[config.mk]
export PLATFORM = sky130hd
export DESIGN_NAME = pitd_top
export DESIGN_NICKNAME = d
export VERILOG_FILES = /design/src/pitd_pkg.sv /design/src/pitd_filt_if.sv /design/src/pitd_filter.sv /design/src/pitd_top.sv
export VERILOG_INCLUDE_DIRS = /design/src
export SDC_FILE = /design/constraint.sdc
export NUM_CORES = 1
export LEC_CHECK = 0
export ABC_AREA = 1
export BUFFER_PORTS_ARGS = -buffer_cell sky130_fd_sc_hd__buf_2
export CORE_MARGIN = 3
export CORE_UTILIZATION = 32
export DETAILED_ROUTE_END_ITERATION = 6
export PLACE_DENSITY = 0.55
export SETUP_SLACK_MARGIN = 0.2
export SLEW_MARGIN = 20
export SYNTH_ARGS = -nofsm -noshare
export SYNTH_HDL_FRONTEND = slang
export SYNTH_SLANG_ARGS = --single-unit
[constraint.sdc]
create_clock -name core_clk_i -period 15.7 [get_ports core_clk_i]
set_input_delay 0.785 -clock core_clk_i [delete_from_list [all_inputs] [get_ports core_clk_i]]
set_output_delay 0.785 -clock core_clk_i [all_outputs]
set_load 0.005 [all_outputs]
[src/pitd_map.svh]
// register map, field positions, reset values and timing constants
`ifndef PITD_MAP_SVH
`define PITD_MAP_SVH

`define PITD_IDX_W          4
`define PITD_REG_STATUS     4'h0
`define PITD_REG_SEL_BASE   4'h1
`define PITD_REG_FILT       4'h9
`define PITD_REG_CFG        4'hA
`define PITD_REG_STATE      4'hB
`define PITD_REG_MAXF       4'hC
`define PITD_REG_UDF        4'hD

`define PITD_CFG_TRIP_NC    0
`define PITD_CFG_MMC_ILOCK  1
`define PITD_CFG_UD_SAVE    2
`define PITD_CFG_RESET      3'h0

`define PITD_FILT_MS_DEF    10'h00F
`define PITD_FILT_MS_MIN    10'h002
`define PITD_FILT_MS_MAX    10'h3E8
`define PITD_MAXF_RESET     16'h1770
`define PITD_UD_STEP        16'h0001

`define PITD_CLK_PERIOD_NS  10
`define PITD_MS_IN_NS       1000000
`define PITD_CYC_PER_MS     (`PITD_MS_IN_NS / `PITD_CLK_PERIOD_NS)

`endif

[src/pitd_pkg.sv]
// types shared by the input terminal decoder
package pitd_pkg;

  typedef enum logic [5:0] {
    FN_SPEED_L, FN_SPEED_M, FN_SPEED_H, FN_RAMP_L, FN_RAMP_M, FN_RAMP_H,
    FN_DC_INJECTION_BRAKE, FN_SECOND_SET, FN_EXCHANGE, FN_RSV_0, FN_UP, FN_DOWN,
    FN_THREE_WIRE, FN_EXT_TRIP, FN_RSV_1, FN_INT_CLEAR, FN_OPEN_LOOP,
    FN_LOCAL_REMOTE_SELECT, FN_ANA_HOLD, FN_RAMP_STOP, FN_SECOND_PROPORTIONAL_GAIN, FN_RSV_2,
    FN_ILOCK_1, FN_ILOCK_2, FN_ILOCK_3, FN_ILOCK_4, FN_SPEED_X,
    FN_FAULT_RESET, FN_ESTOP, FN_JOG, FN_FWD, FN_REV, FN_ANA_CHANGE,
    FN_PRE_EXCITE, FN_EXT_PID, FN_UD_CLEAR
  } pitd_func_t;

  typedef enum logic [1:0] {
    PX_IDLE,
    PX_EXCITE,
    PX_NORMAL
  } pitd_px_state_t;

  localparam pitd_func_t PITD_SEL_DEFAULT [8] = '{
    FN_SPEED_L, FN_SPEED_M, FN_SPEED_H, FN_FAULT_RESET,
    FN_ESTOP, FN_JOG, FN_FWD, FN_REV
  };

endpackage : pitd_pkg

[src/pitd_filt_if.sv]
// carrier between decoder core and terminal filter
`timescale 1ns/1ps
interface pitd_filt_if #(
  parameter int N  = 11,
  parameter int TW = 10
);
  logic [N-1:0]  raw;
  logic          tick;
  logic [TW-1:0] tc;
  logic [N-1:0]  level;
  logic [N-1:0]  rise;

  modport core (output raw, output tick, output tc, input level, input rise);
  modport filt (input raw, input tick, input tc, output level, output rise);
endinterface : pitd_filt_if

[src/pitd_filter.sv]
// per-terminal time-constant filter with rising-edge pulses
`timescale 1ns/1ps
module pitd_filter #(
  parameter int N  = 11,
  parameter int TW = 10
) (
  input  wire logic   clk_i,   // core clock
  input  wire logic   rst_n_i, // synchronised reset, active low
  pitd_filt_if.filt   f        // raw levels in, filtered levels out
);
  import pitd_pkg::*;

  logic [N-1:0] lvl_r;
  logic [N-1:0] rise_r;

  assign f.level = lvl_r;
  assign f.rise  = rise_r;

  for (genvar i = 0; i < N; i++)
  begin : g_term
    logic [TW-1:0] cnt_r;
    logic [TW-1:0] cnt_nxt;
    logic          done_w;
    assign cnt_nxt = cnt_r + 1'b1;
    assign done_w  = f.tick && (cnt_nxt >= f.tc);

    always_ff @(posedge clk_i or negedge rst_n_i)
    begin
      if (!rst_n_i)
      begin
        cnt_r     <= '0;
        lvl_r[i]  <= 1'b0;
        rise_r[i] <= 1'b0;
      end
      else
      begin
        rise_r[i] <= (f.raw[i] != lvl_r[i]) && done_w && f.raw[i];
        if (f.raw[i] == lvl_r[i])
          cnt_r <= '0;
        else if (done_w)
        begin
          lvl_r[i] <= f.raw[i];
          cnt_r    <= '0;
        end
        else if (f.tick)
          cnt_r <= cnt_nxt;
      end
    end
  end

endmodule : pitd_filter

[src/pitd_top.sv]
// programmable input terminal decoder with avalon-mm register slave
`timescale 1ns/1ps
`include "pitd_map.svh"
module pitd_top #(
  parameter int CYC_PER_MS = `PITD_CYC_PER_MS
) (
  input  wire logic        core_clk_i,          // 100 MHz core clock
  input  wire logic        rst_n_i,             // async reset, active low
  input  wire logic [5:0]  avs_address_i,       // byte address
  input  wire logic        avs_read_i,          // read request
  input  wire logic        avs_write_i,         // write request
  input  wire logic [31:0] avs_writedata_i,     // write data
  output logic      [31:0] avs_readdata_o,      // read data
  output logic             avs_waitrequest_o,   // stall
  input  wire logic [7:0]  input_terminal_i,    // terminals 1..8
  input  wire logic [2:0]  sub_board_input_i,   // sub-board a, b, c
  input  wire logic        sub_board_fitted_i,  // sub-board present
  input  wire logic        drive_stopped_i,     // core reports stop
  output logic      [3:0]  step_index_o,        // preset step select
  output logic      [2:0]  ramp_index_o,        // accel/decel pair select
  output logic             jog_o,               // jog run
  output logic             run_fwd_o,           // forward run command
  output logic             run_rev_o,           // reverse run command
  output logic             emergency_stop_o,    // emergency stop level
  output logic             fault_reset_o,       // fault reset pulse
  output logic             output_cut_o,        // inhibit drive output
  output logic             ext_trip_fault_o,    // latched trip fault
  output logic             dc_injection_brake_o, // dc braking request
  output logic             second_parameter_set_o, // second set active
  output logic             inv_line_contactor_o,  // drive-line contactor
  output logic             comm_line_contactor_o, // commercial contactor
  output logic      [15:0] up_down_freq_o,      // up/down speed
  output logic             integral_clear_o,    // clear pid integral
  output logic             open_loop_o,         // v/f instead of pid
  output logic             local_remote_select_o, // remote sources
  output logic             analog_hold_o,       // freeze frequency
  output logic             ramp_stop_o,         // hold speed
  output logic             second_proportional_gain_o, // alt p gain
  output logic      [3:0]  pump_interlock_o,    // interlock inputs
  output logic             current_input_sel_o, // current instead of voltage_input
  output logic             pre_excite_o,        // magnetising current
  output logic             external_pid_enable_o, // external pid run
  output logic             up_down_save_clear_o // stored freq erased pulse
);
  import pitd_pkg::*;

  logic              rst_q1_r;
  logic              rst_n;
  always_ff @(posedge core_clk_i or negedge rst_n_i)
  begin
    if (!rst_n_i)
      {rst_n, rst_q1_r} <= 2'b00;
    else
      {rst_n, rst_q1_r} <= {rst_q1_r, 1'b1};
  end

  // pin synchronisers, bit 11 is the sub-board present strap
  logic [11:0]       sync1_r;
  logic [11:0]       sync2_r;
  always_ff @(posedge core_clk_i or negedge rst_n)
  begin
    if (!rst_n)
    begin
      sync1_r <= '0;
      sync2_r <= '0;
    end
    else
    begin
      sync1_r <= {sub_board_fitted_i, sub_board_input_i, input_terminal_i};
      sync2_r <= sync1_r;
    end
  end

  // millisecond tick for the filter and up/down ramp
  logic [31:0]       div_r;
  logic              tick_w;
  assign tick_w = (div_r == 32'(CYC_PER_MS - 1));
  always_ff @(posedge core_clk_i or negedge rst_n)
  begin
    if (!rst_n)
      div_r <= '0;
    else
      div_r <= tick_w ? '0 : div_r + 1'b1;
  end

  pitd_filt_if #(.N(11), .TW(10)) fif ();
  logic [9:0]        filt_ms_r;
  assign fif.raw  = sync2_r[10:0];
  assign fif.tick = tick_w;
  assign fif.tc   = filt_ms_r;

  pitd_filter #(.N(11), .TW(10)) u_filter (
    .clk_i   (core_clk_i),
    .rst_n_i (rst_n),
    .f       (fif)
  );

  // registers
  pitd_func_t        sel_r [8];
  logic [2:0]        cfg_r;
  logic [15:0]       maxf_r;
  logic              ack_r;
  logic [31:0]       rdata_r;
  logic [3:0]        idx_w;
  logic              req_w;
  logic              wr_ok_w;
  logic [7:0]        lvl8;
  logic [7:0]        rise8;
  logic [3:0]        claim_w;

  assign lvl8    = fif.level[7:0];
  assign rise8   = fif.rise[7:0];
  assign claim_w = cfg_r[`PITD_CFG_MMC_ILOCK] ? 4'hF : 4'h0;

  // selects and claim come in as arguments so every caller re-evaluates when they change
  function automatic logic [7:0] term_match(input pitd_func_t fn,
                                            input pitd_func_t sel [8],
                                            input logic [3:0] claim);
    logic [7:0] m;
    m = '0;
    for (int k = 0; k < 8; k++)
      m[k] = (sel[k] == fn) && !(k < 4 && claim[k]);
    return m;
  endfunction : term_match

  logic on_sl, on_sm, on_sh, on_sx, on_rl, on_rm, on_rh, on_dc, on_2nd, on_exch;
  logic on_up, on_dn, on_3w, on_icl, on_ol, on_lr, on_ah, on_rs, on_pg2;
  logic on_rst, on_estop, on_jog, on_fwd, on_rev, on_ana, on_pre, on_epid;
  logic trip_used, trip_lvl, trip_act;
  logic rise_rst, rise_fwd, rise_rev, rise_udc;
  assign on_sl     = |(term_match(FN_SPEED_L, sel_r, claim_w) & lvl8);
  assign on_sm     = |(term_match(FN_SPEED_M, sel_r, claim_w) & lvl8);
  assign on_sh     = |(term_match(FN_SPEED_H, sel_r, claim_w) & lvl8);
  assign on_sx     = |(term_match(FN_SPEED_X, sel_r, claim_w) & lvl8);
  assign on_rl     = |(term_match(FN_RAMP_L, sel_r, claim_w) & lvl8);
  assign on_rm     = |(term_match(FN_RAMP_M, sel_r, claim_w) & lvl8);
  assign on_rh     = |(term_match(FN_RAMP_H, sel_r, claim_w) & lvl8);
  assign on_dc     = |(term_match(FN_DC_INJECTION_BRAKE, sel_r, claim_w) & lvl8);
  assign on_2nd    = |(term_match(FN_SECOND_SET, sel_r, claim_w) & lvl8);
  assign on_exch   = |(term_match(FN_EXCHANGE, sel_r, claim_w) & lvl8);
  assign on_up     = |(term_match(FN_UP, sel_r, claim_w) & lvl8);
  assign on_dn     = |(term_match(FN_DOWN, sel_r, claim_w) & lvl8);
  assign on_3w     = |(term_match(FN_THREE_WIRE, sel_r, claim_w) & lvl8);
  assign on_icl    = |(term_match(FN_INT_CLEAR, sel_r, claim_w) & lvl8);
  assign on_ol     = |(term_match(FN_OPEN_LOOP, sel_r, claim_w) & lvl8);
  assign on_lr     = |(term_match(FN_LOCAL_REMOTE_SELECT, sel_r, claim_w) & lvl8);
  assign on_ah     = |(term_match(FN_ANA_HOLD, sel_r, claim_w) & lvl8);
  assign on_rs     = |(term_match(FN_RAMP_STOP, sel_r, claim_w) & lvl8);
  assign on_pg2    = |(term_match(FN_SECOND_PROPORTIONAL_GAIN, sel_r, claim_w) & lvl8);
  assign on_rst    = |(term_match(FN_FAULT_RESET, sel_r, claim_w) & lvl8);
  assign on_estop  = |(term_match(FN_ESTOP, sel_r, claim_w) & lvl8);
  assign on_jog    = |(term_match(FN_JOG, sel_r, claim_w) & lvl8);
  assign on_fwd    = |(term_match(FN_FWD, sel_r, claim_w) & lvl8);
  assign on_rev    = |(term_match(FN_REV, sel_r, claim_w) & lvl8);
  assign on_ana    = |(term_match(FN_ANA_CHANGE, sel_r, claim_w) & lvl8);
  assign on_pre    = |(term_match(FN_PRE_EXCITE, sel_r, claim_w) & lvl8);
  assign on_epid   = |(term_match(FN_EXT_PID, sel_r, claim_w) & lvl8);
  assign trip_used = |term_match(FN_EXT_TRIP, sel_r, claim_w);
  assign trip_lvl  = |(term_match(FN_EXT_TRIP, sel_r, claim_w) & lvl8);
  assign trip_act  = trip_used && (trip_lvl ^ cfg_r[`PITD_CFG_TRIP_NC]);
  assign rise_rst  = |(term_match(FN_FAULT_RESET, sel_r, claim_w) & rise8);
  assign rise_fwd  = |(term_match(FN_FWD, sel_r, claim_w) & rise8);
  assign rise_rev  = |(term_match(FN_REV, sel_r, claim_w) & rise8);
  assign rise_udc  = |(term_match(FN_UD_CLEAR, sel_r, claim_w) & rise8);

  // avalon slave: one wait cycle, then answer
  assign req_w             = avs_read_i || avs_write_i;
  assign avs_waitrequest_o = req_w && !ack_r;
  assign avs_readdata_o    = rdata_r;
  assign idx_w             = avs_address_i[5:2];
  assign wr_ok_w           = avs_write_i && ack_r && !on_estop;

  logic [10:0]       status_w;
  logic [31:0]       rd_mux_w;
  logic [9:0]        filt_wd_w;
  logic [9:0]        filt_cl_w;
  logic [3:0]        sel_off_w;
  assign status_w  = {sync2_r[11] ? fif.level[10:8] : 3'h0, lvl8};
  assign filt_wd_w = avs_writedata_i[9:0];
  assign filt_cl_w = (avs_writedata_i[31:10] != '0 || filt_wd_w > `PITD_FILT_MS_MAX)
                     ? `PITD_FILT_MS_MAX
                     : (filt_wd_w < `PITD_FILT_MS_MIN ? `PITD_FILT_MS_MIN : filt_wd_w);
  assign sel_off_w = idx_w - `PITD_REG_SEL_BASE;

  logic              trip_r;
  logic              fwd_lat_r;
  logic              rev_lat_r;
  pitd_px_state_t    px_r;
  pitd_px_state_t    px_nxt;

  always_comb
  begin
    rd_mux_w = '0;
    if (idx_w >= `PITD_REG_SEL_BASE && idx_w < `PITD_REG_FILT)
      rd_mux_w = {26'h000_0000, sel_r[sel_off_w[2:0]]};
    else if (idx_w == `PITD_REG_STATUS)
      rd_mux_w = {21'h00_0000, status_w};
    else if (idx_w == `PITD_REG_FILT)
      rd_mux_w = {22'h00_0000, filt_ms_r};
    else if (idx_w == `PITD_REG_CFG)
      rd_mux_w = {29'h0000_0000, cfg_r};
    else if (idx_w == `PITD_REG_STATE)
      rd_mux_w = {24'h00_0000, second_parameter_set_o, open_loop_o, pre_excite_o,
                  rev_lat_r, fwd_lat_r, on_estop, output_cut_o, trip_r};
    else if (idx_w == `PITD_REG_MAXF)
      rd_mux_w = {16'h0000, maxf_r};
    else if (idx_w == `PITD_REG_UDF)
      rd_mux_w = {16'h0000, up_down_freq_o};
  end

  always_ff @(posedge core_clk_i or negedge rst_n)
  begin
    if (!rst_n)
    begin
      ack_r     <= 1'b0;
      rdata_r   <= '0;
      sel_r     <= PITD_SEL_DEFAULT;
      filt_ms_r <= `PITD_FILT_MS_DEF;
      cfg_r     <= `PITD_CFG_RESET;
      maxf_r    <= `PITD_MAXF_RESET;
    end
    else
    begin
      ack_r <= req_w && !ack_r;
      if (avs_read_i && !ack_r)
        rdata_r <= rd_mux_w;
      if (wr_ok_w)
      begin
        if (idx_w >= `PITD_REG_SEL_BASE && idx_w < `PITD_REG_FILT
            && avs_writedata_i[5:0] <= FN_UD_CLEAR)
          sel_r[sel_off_w[2:0]] <= pitd_func_t'(avs_writedata_i[5:0]);
        if (idx_w == `PITD_REG_FILT)
          filt_ms_r <= filt_cl_w;
        if (idx_w == `PITD_REG_CFG)
          cfg_r <= avs_writedata_i[2:0];
        if (idx_w == `PITD_REG_MAXF)
          maxf_r <= avs_writedata_i[15:0];
      end
    end
  end

  // run, trip, contactor and up/down state
  logic [15:0]       ud_up_w;
  logic [15:0]       ud_dn_w;
  logic              run_w;
  assign ud_up_w = (maxf_r - up_down_freq_o < `PITD_UD_STEP) ? maxf_r
                   : up_down_freq_o + `PITD_UD_STEP;
  assign ud_dn_w = (up_down_freq_o < `PITD_UD_STEP) ? 16'h0000
                   : up_down_freq_o - `PITD_UD_STEP;
  assign run_w   = on_3w ? (fwd_lat_r || rev_lat_r) : (on_fwd || on_rev);

  always_comb
  begin
    px_nxt = px_r;
    unique case (px_r)
      PX_IDLE:   if (on_pre && !run_w) px_nxt = PX_EXCITE;
      PX_EXCITE: if (run_w) px_nxt = PX_NORMAL;
                 else if (!on_pre) px_nxt = PX_IDLE;
      PX_NORMAL: if (!run_w && !on_pre) px_nxt = PX_IDLE;
      default:   px_nxt = PX_IDLE;
    endcase
  end

  always_ff @(posedge core_clk_i or negedge rst_n)
  begin
    if (!rst_n)
    begin
      trip_r                 <= 1'b0;
      fwd_lat_r              <= 1'b0;
      rev_lat_r              <= 1'b0;
      px_r                   <= PX_IDLE;
      up_down_freq_o         <= '0;
      second_parameter_set_o <= 1'b0;
      open_loop_o            <= 1'b0;
      inv_line_contactor_o   <= 1'b0;
      comm_line_contactor_o  <= 1'b0;
    end
    else
    begin
      px_r <= px_nxt;
      if (trip_act)
        trip_r <= 1'b1;
      else if (rise_rst)
        trip_r <= 1'b0;
      if (rise_fwd)
        fwd_lat_r <= 1'b1;
      else if (!on_3w || rise_rev)
        fwd_lat_r <= 1'b0;
      if (rise_rev)
        rev_lat_r <= 1'b1;
      else if (!on_3w || rise_fwd)
        rev_lat_r <= 1'b0;
      if (drive_stopped_i)
      begin
        second_parameter_set_o <= on_2nd;
        open_loop_o            <= on_ol;
      end
      inv_line_contactor_o  <= !on_exch && !comm_line_contactor_o;
      comm_line_contactor_o <= on_exch && !inv_line_contactor_o;
      if (rise_udc && cfg_r[`PITD_CFG_UD_SAVE])
        up_down_freq_o <= '0;
      else if (up_down_freq_o > maxf_r)
        up_down_freq_o <= maxf_r;
      else if (tick_w && on_up && !on_dn)
        up_down_freq_o <= ud_up_w;
      else if (tick_w && on_dn && !on_up)
        up_down_freq_o <= ud_dn_w;
    end
  end

  // registered level and pulse outputs to the drive core
  always_ff @(posedge core_clk_i or negedge rst_n)
  begin
    if (!rst_n)
    begin
      {step_index_o, ramp_index_o, jog_o, run_fwd_o, run_rev_o} <= '0;
      {emergency_stop_o, fault_reset_o, output_cut_o, ext_trip_fault_o} <= '0;
      {dc_injection_brake_o, integral_clear_o, local_remote_select_o} <= '0;
      {analog_hold_o, ramp_stop_o, second_proportional_gain_o} <= '0;
      {pump_interlock_o, current_input_sel_o, pre_excite_o} <= '0;
      {external_pid_enable_o, up_down_save_clear_o} <= '0;
    end
    else
    begin
      step_index_o <= on_jog ? 4'h0 : {on_sx, on_sh, on_sm, on_sl};
      ramp_index_o <= {on_rh, on_rm, on_rl};
      jog_o        <= on_jog;
      run_fwd_o    <= on_3w ? fwd_lat_r : on_fwd;
      run_rev_o    <= on_3w ? rev_lat_r : on_rev;
      emergency_stop_o      <= on_estop;
      fault_reset_o         <= rise_rst;
      output_cut_o          <= trip_r || trip_act || on_estop;
      ext_trip_fault_o      <= trip_r;
      dc_injection_brake_o  <= on_dc && drive_stopped_i;
      integral_clear_o      <= on_icl;
      local_remote_select_o <= on_lr;
      analog_hold_o         <= on_ah;
      ramp_stop_o           <= on_rs;
      second_proportional_gain_o <= on_pg2;
      pump_interlock_o      <= lvl8[3:0] & claim_w;
      current_input_sel_o   <= on_ana;
      pre_excite_o          <= (px_r == PX_EXCITE);
      external_pid_enable_o <= on_epid;
      up_down_save_clear_o  <= rise_udc && cfg_r[`PITD_CFG_UD_SAVE];
    end
  end
endmodule : pitd_top

==> results.py <==
metrics = {
    "setup_path": {
        "worstPathRequired_ps": 16180,
        "rr_startpoint": "u_filter.g_term[2].cnt_r[0]$_DFFE_PN0P_",
        "critical_path_class": "reg2reg",
        "r2r_cells": 17,
        "cp_num_buf_inv": 2,
        "cp_slowest_cell": "a31oi_1",
        "worst_path_dominant_cell_family": "simple AND/OR/NAND/NOR gates",
        "cp-endpoint": "u_filter.g_term[2].cnt_r[6]$_DFFE_PN0P_",
        "critPathLaunchType": "flop",
        "regToRegEndpoint": "u_filter.g_term[2].cnt_r[6]$_DFFE_PN0P_",
        "critPathMaxFanout": 7,
        "critPathArrivalTime_ps": 3860,
        "crit_chain": "nand3_1, nor2_1, nand2_1, nor2_1, inv_1, nor2_1, nand3_1, xor2_1, inv_1, ha_1, nand2_1, nor2_1, o211ai_1, o2111ai_1, a31oi_1, nand2_1, o32ai_1",
        "r2r_slack_ps": 12320,
        "critPathMaxStageDelay_ps": 500,
        "critical_path.most_common_cell": "nor2_1",
        "path_depth": 17,
        "worstSetupStartpoint": "u_filter.g_term[2].cnt_r[0]$_DFFE_PN0P_",
        "endpoint_kind": "flop",
    },
    "cells_and_area": {
        "postLayoutCellArea_um2": 26300,
        "fill_cells": 7618,
        "regArea_um2": 8400,
        "num_antenna_cells": 0,
        "multi_input_area_um2": 12400,
        "drive_gt1_frac": 0.113,
        "syn_to_final_growth_pct": 13.4,
        "final_nets": 3432,
        "final_core_util": 0.367,
    },
    "yosys": {
        "synthCells": 3115,
        "ys.warnings.count": 0,
        "yosys_register_bits": 334,
        "synth_edf_count": 0,
        "synth.area.top_cells": "dfrtp_1 32%, nand2_1 9.5%, inv_1 8.1%, ha_1 7.8%, nor2_1 5.0%",
        "synth_top_area_cell": "dfrtp_1",
        "yosysTopAreaCellShare": 0.325,
        "synthFlopType": "dfrtp_1",
        "syn_area_um2": 23200,
        "syn_area_per_cell_um2": 7.45,
        "ys_seq_area_frac": 0.362,
        "synthDistinctLibCells": 67,
        "ys_async_sr_fraction": 1.00,
    },
    "placed_design": {
        "place_hpwl_um": 59200,
        "gp_congestion": 0.990,
        "place_area_um2": 24700,
        "port_buffers": 117,
    },
    "clocking": {
        "insertion_delay_ps": 590,
        "cts-root-buf": "clkbuf_16",
        "cts_made_buffers": 42,
        "clk_path_buf_depth": 3,
        "h-tree-depth": 2,
        "clock_sinks": 334,
        "path_clk_slew_ps": 60,
        "cts_resized": 0,
        "post-cts-setup-buffer-count": 0,
        "cts_tree": "yes",
    },
    "timing": {
        "period_share": 0.215,
        "setup_viol": 0,
        "setup-tns-final_ps": 0,
        "relSlewSlack": 0.264,
        "min_period_ps": 3380,
        "clock.fmax_mhz": 296,
        "tightest_slew_ps": 1100,
        "fin_worst_skew_ps": 20.2,
        "hold_violations": 0,
        "rsz0062_at_grt": "false",
        "slew_viol_final": 0,
    },
    "global_route": {
        "grt_pass1_vias": 20700,
        "antenna_found_initial": 1,
        "grt_overflow": 0,
        "grt_pass1_wl_um": 121000,
        "track_usage": 0.205,
        "grt_start_max_net_pins": 160,
    },
    "detailed_routing": {
        "route.detailed.drc": 0,
        "drt-initial-drc-count": 1931,
        "vias": 21900,
        "drt_wl_total_um": 78700,
        "vias_per_cell": 5.19,
        "wl_per_cell_um": 18.7,
        "antenna_left": 0,
        "first_pass_iters": 6,
    },
    "floorplan": {
        "die_w_um": 275,
        "core_area_um2": 71600,
        "dieArea_um2": 75700,
        "initial_utilization": 0.324,
        "row_count": 98,
        "die_h_um": 275,
        "io_pins": 136,
    },
    "hold_path": {
        "hold_path.class": "in2reg",
    },
    "run_status": {
        "outcome": "completed",
    },
    "power": {
        "total_power_w": 0.00324,
        "ir_drop_uv": 96.1,
        "power.density_nw_per_um2": 123,
        "p_leak_nw": 12.9,
    },
    "run": {
        "max-cap-violations": 0,
    },
}
-- routing by layer --
layer / GRT usage / wire (um)
met4: 0.0743 / 3110
met5: 0 / 0
met2: 0.326 / 35000
met1: 0.284 / 35600
met3: 0.0283 / 4990
-- cell usage after synthesis, drive strengths merged (18+ instances only) --
cell,number
a31oi,23
dfstp,33
ha,145
nor3,59
inv,528
dfrtp,301
nand2,611
xor2,113
o211ai,21
nor2,339
nor4,22
nand3,186
clkbuf,19
o2111ai,18
nand4,66
o22ai,125
a21oi,120
buf,53
o21ai,190
-- timing repair --
action / in CTS / in global routing
endpoints found under the hold margin: 2 / 0
hold buffers: 1 / 0
endpoints found under the setup margin: 0 / 0
-- worst reg2reg max path, delay by kind of cell (launching register included) --
kind | cells | cell delay, ps
flip-flops | 1 | 420
AO/OA/AOI/OAI | 4 | 1070
XOR/XNOR | 1 | 190
buffers and inverters | 2 | 120
adder cells (fa/ha/maj) | 1 | 290
AND/OR/NAND/NOR | 9 | 1220
-- state kept, by name, indices dropped and copies added (netlist names), 2 cells and up --
name,count
sync2_r,12
ramp_index_o,3
u_filter.f.rise,8
cfg_r,3
px_r,2
fif.tc,10
step_index_o,4
avs_readdata_o,16
u_filter.f.level,11
sync1_r,12
maxf_r,16
up_down_freq_o,16
pump_interlock_o,4
u_filter.g_term.cnt_r,110
div_r,32
sel_r,48
-- stage by stage --
stage | hold WS [ps] | setup slack, ps | instances
floorplan | 331 | 5760 | 3130
global placement | 334 | 12360 | 4136
detailed placement | 335 | 12310 | 4136
CTS | 269 | 12310 | 4215
global route | 276 | 11880 | 4215
finish | 308 | 12320 | 4215
-- how the worst min path moves through the flow --
stage                               start                     to  slack, ps  cells past startpoint
global route         sub_board_input_i[0]   sync1_r[8]$_DFF_PN0_        280                      1
finish                input_terminal_i[2]   sync1_r[2]$_DFF_PN0_        310                      1
global placement    sync1_r[10]$_DFF_PN0_  sync2_r[10]$_DFF_PN0_        330                      0
detailed placement  sync1_r[11]$_DFF_PN0_  sync2_r[11]$_DFF_PN0_        330                      0
CTS                   input_terminal_i[1]   sync1_r[1]$_DFF_PN0_        270                      1
floorplan              rst_q1_r$_DFF_PN0_        rst_n$_DFF_PN0_        330                      0
-- placed cells by master, fill, tap and decap left out, drive strengths merged, types with 66 or more instances in the layout --
cell type	n
nand3	186
nand2	611
nor2	339
o22ai	125
inv	533
dfrtp	301
ha	145
o21ai	190
xor2	113
a21oi	120
nand4	66
buf	128
-- kinds of logic after synthesis --
family	count (synthesis)	share of synthesized area
other	2	0.000324
buffers and inverters	606	0.104
multiplexers	2	0.000863
flip-flops	334	0.362
AO/OA/AOI/OAI	582	0.152
adder cells (fa/ha/maj)	146	0.0791
XOR/XNOR	127	0.0480
AND/OR/NAND/NOR	1316	0.254
-- power by group --
group          switching [W]  internal [W]  leakage, nW
Combinational       0.000746      0.000317         7.81
Clock               0.000423      0.000671        0.765
Sequential          0.000133      0.000954         4.31
-- layout make-up --
| cell class | count | share of cell area |
|---|---|---|
| well taps | 950 | 0.0452 |
| repair buffers | 129 | 0.0263 |
| flip-flops and latches | 334 | 0.320 |
| clock inverters | 25 | 0.0140 |
| inverters | 534 | 0.0765 |
| multi-input cells | 2190 | 0.473 |
| clock buffers | 53 | 0.0450 |
(Power assumes the default switching activity.)
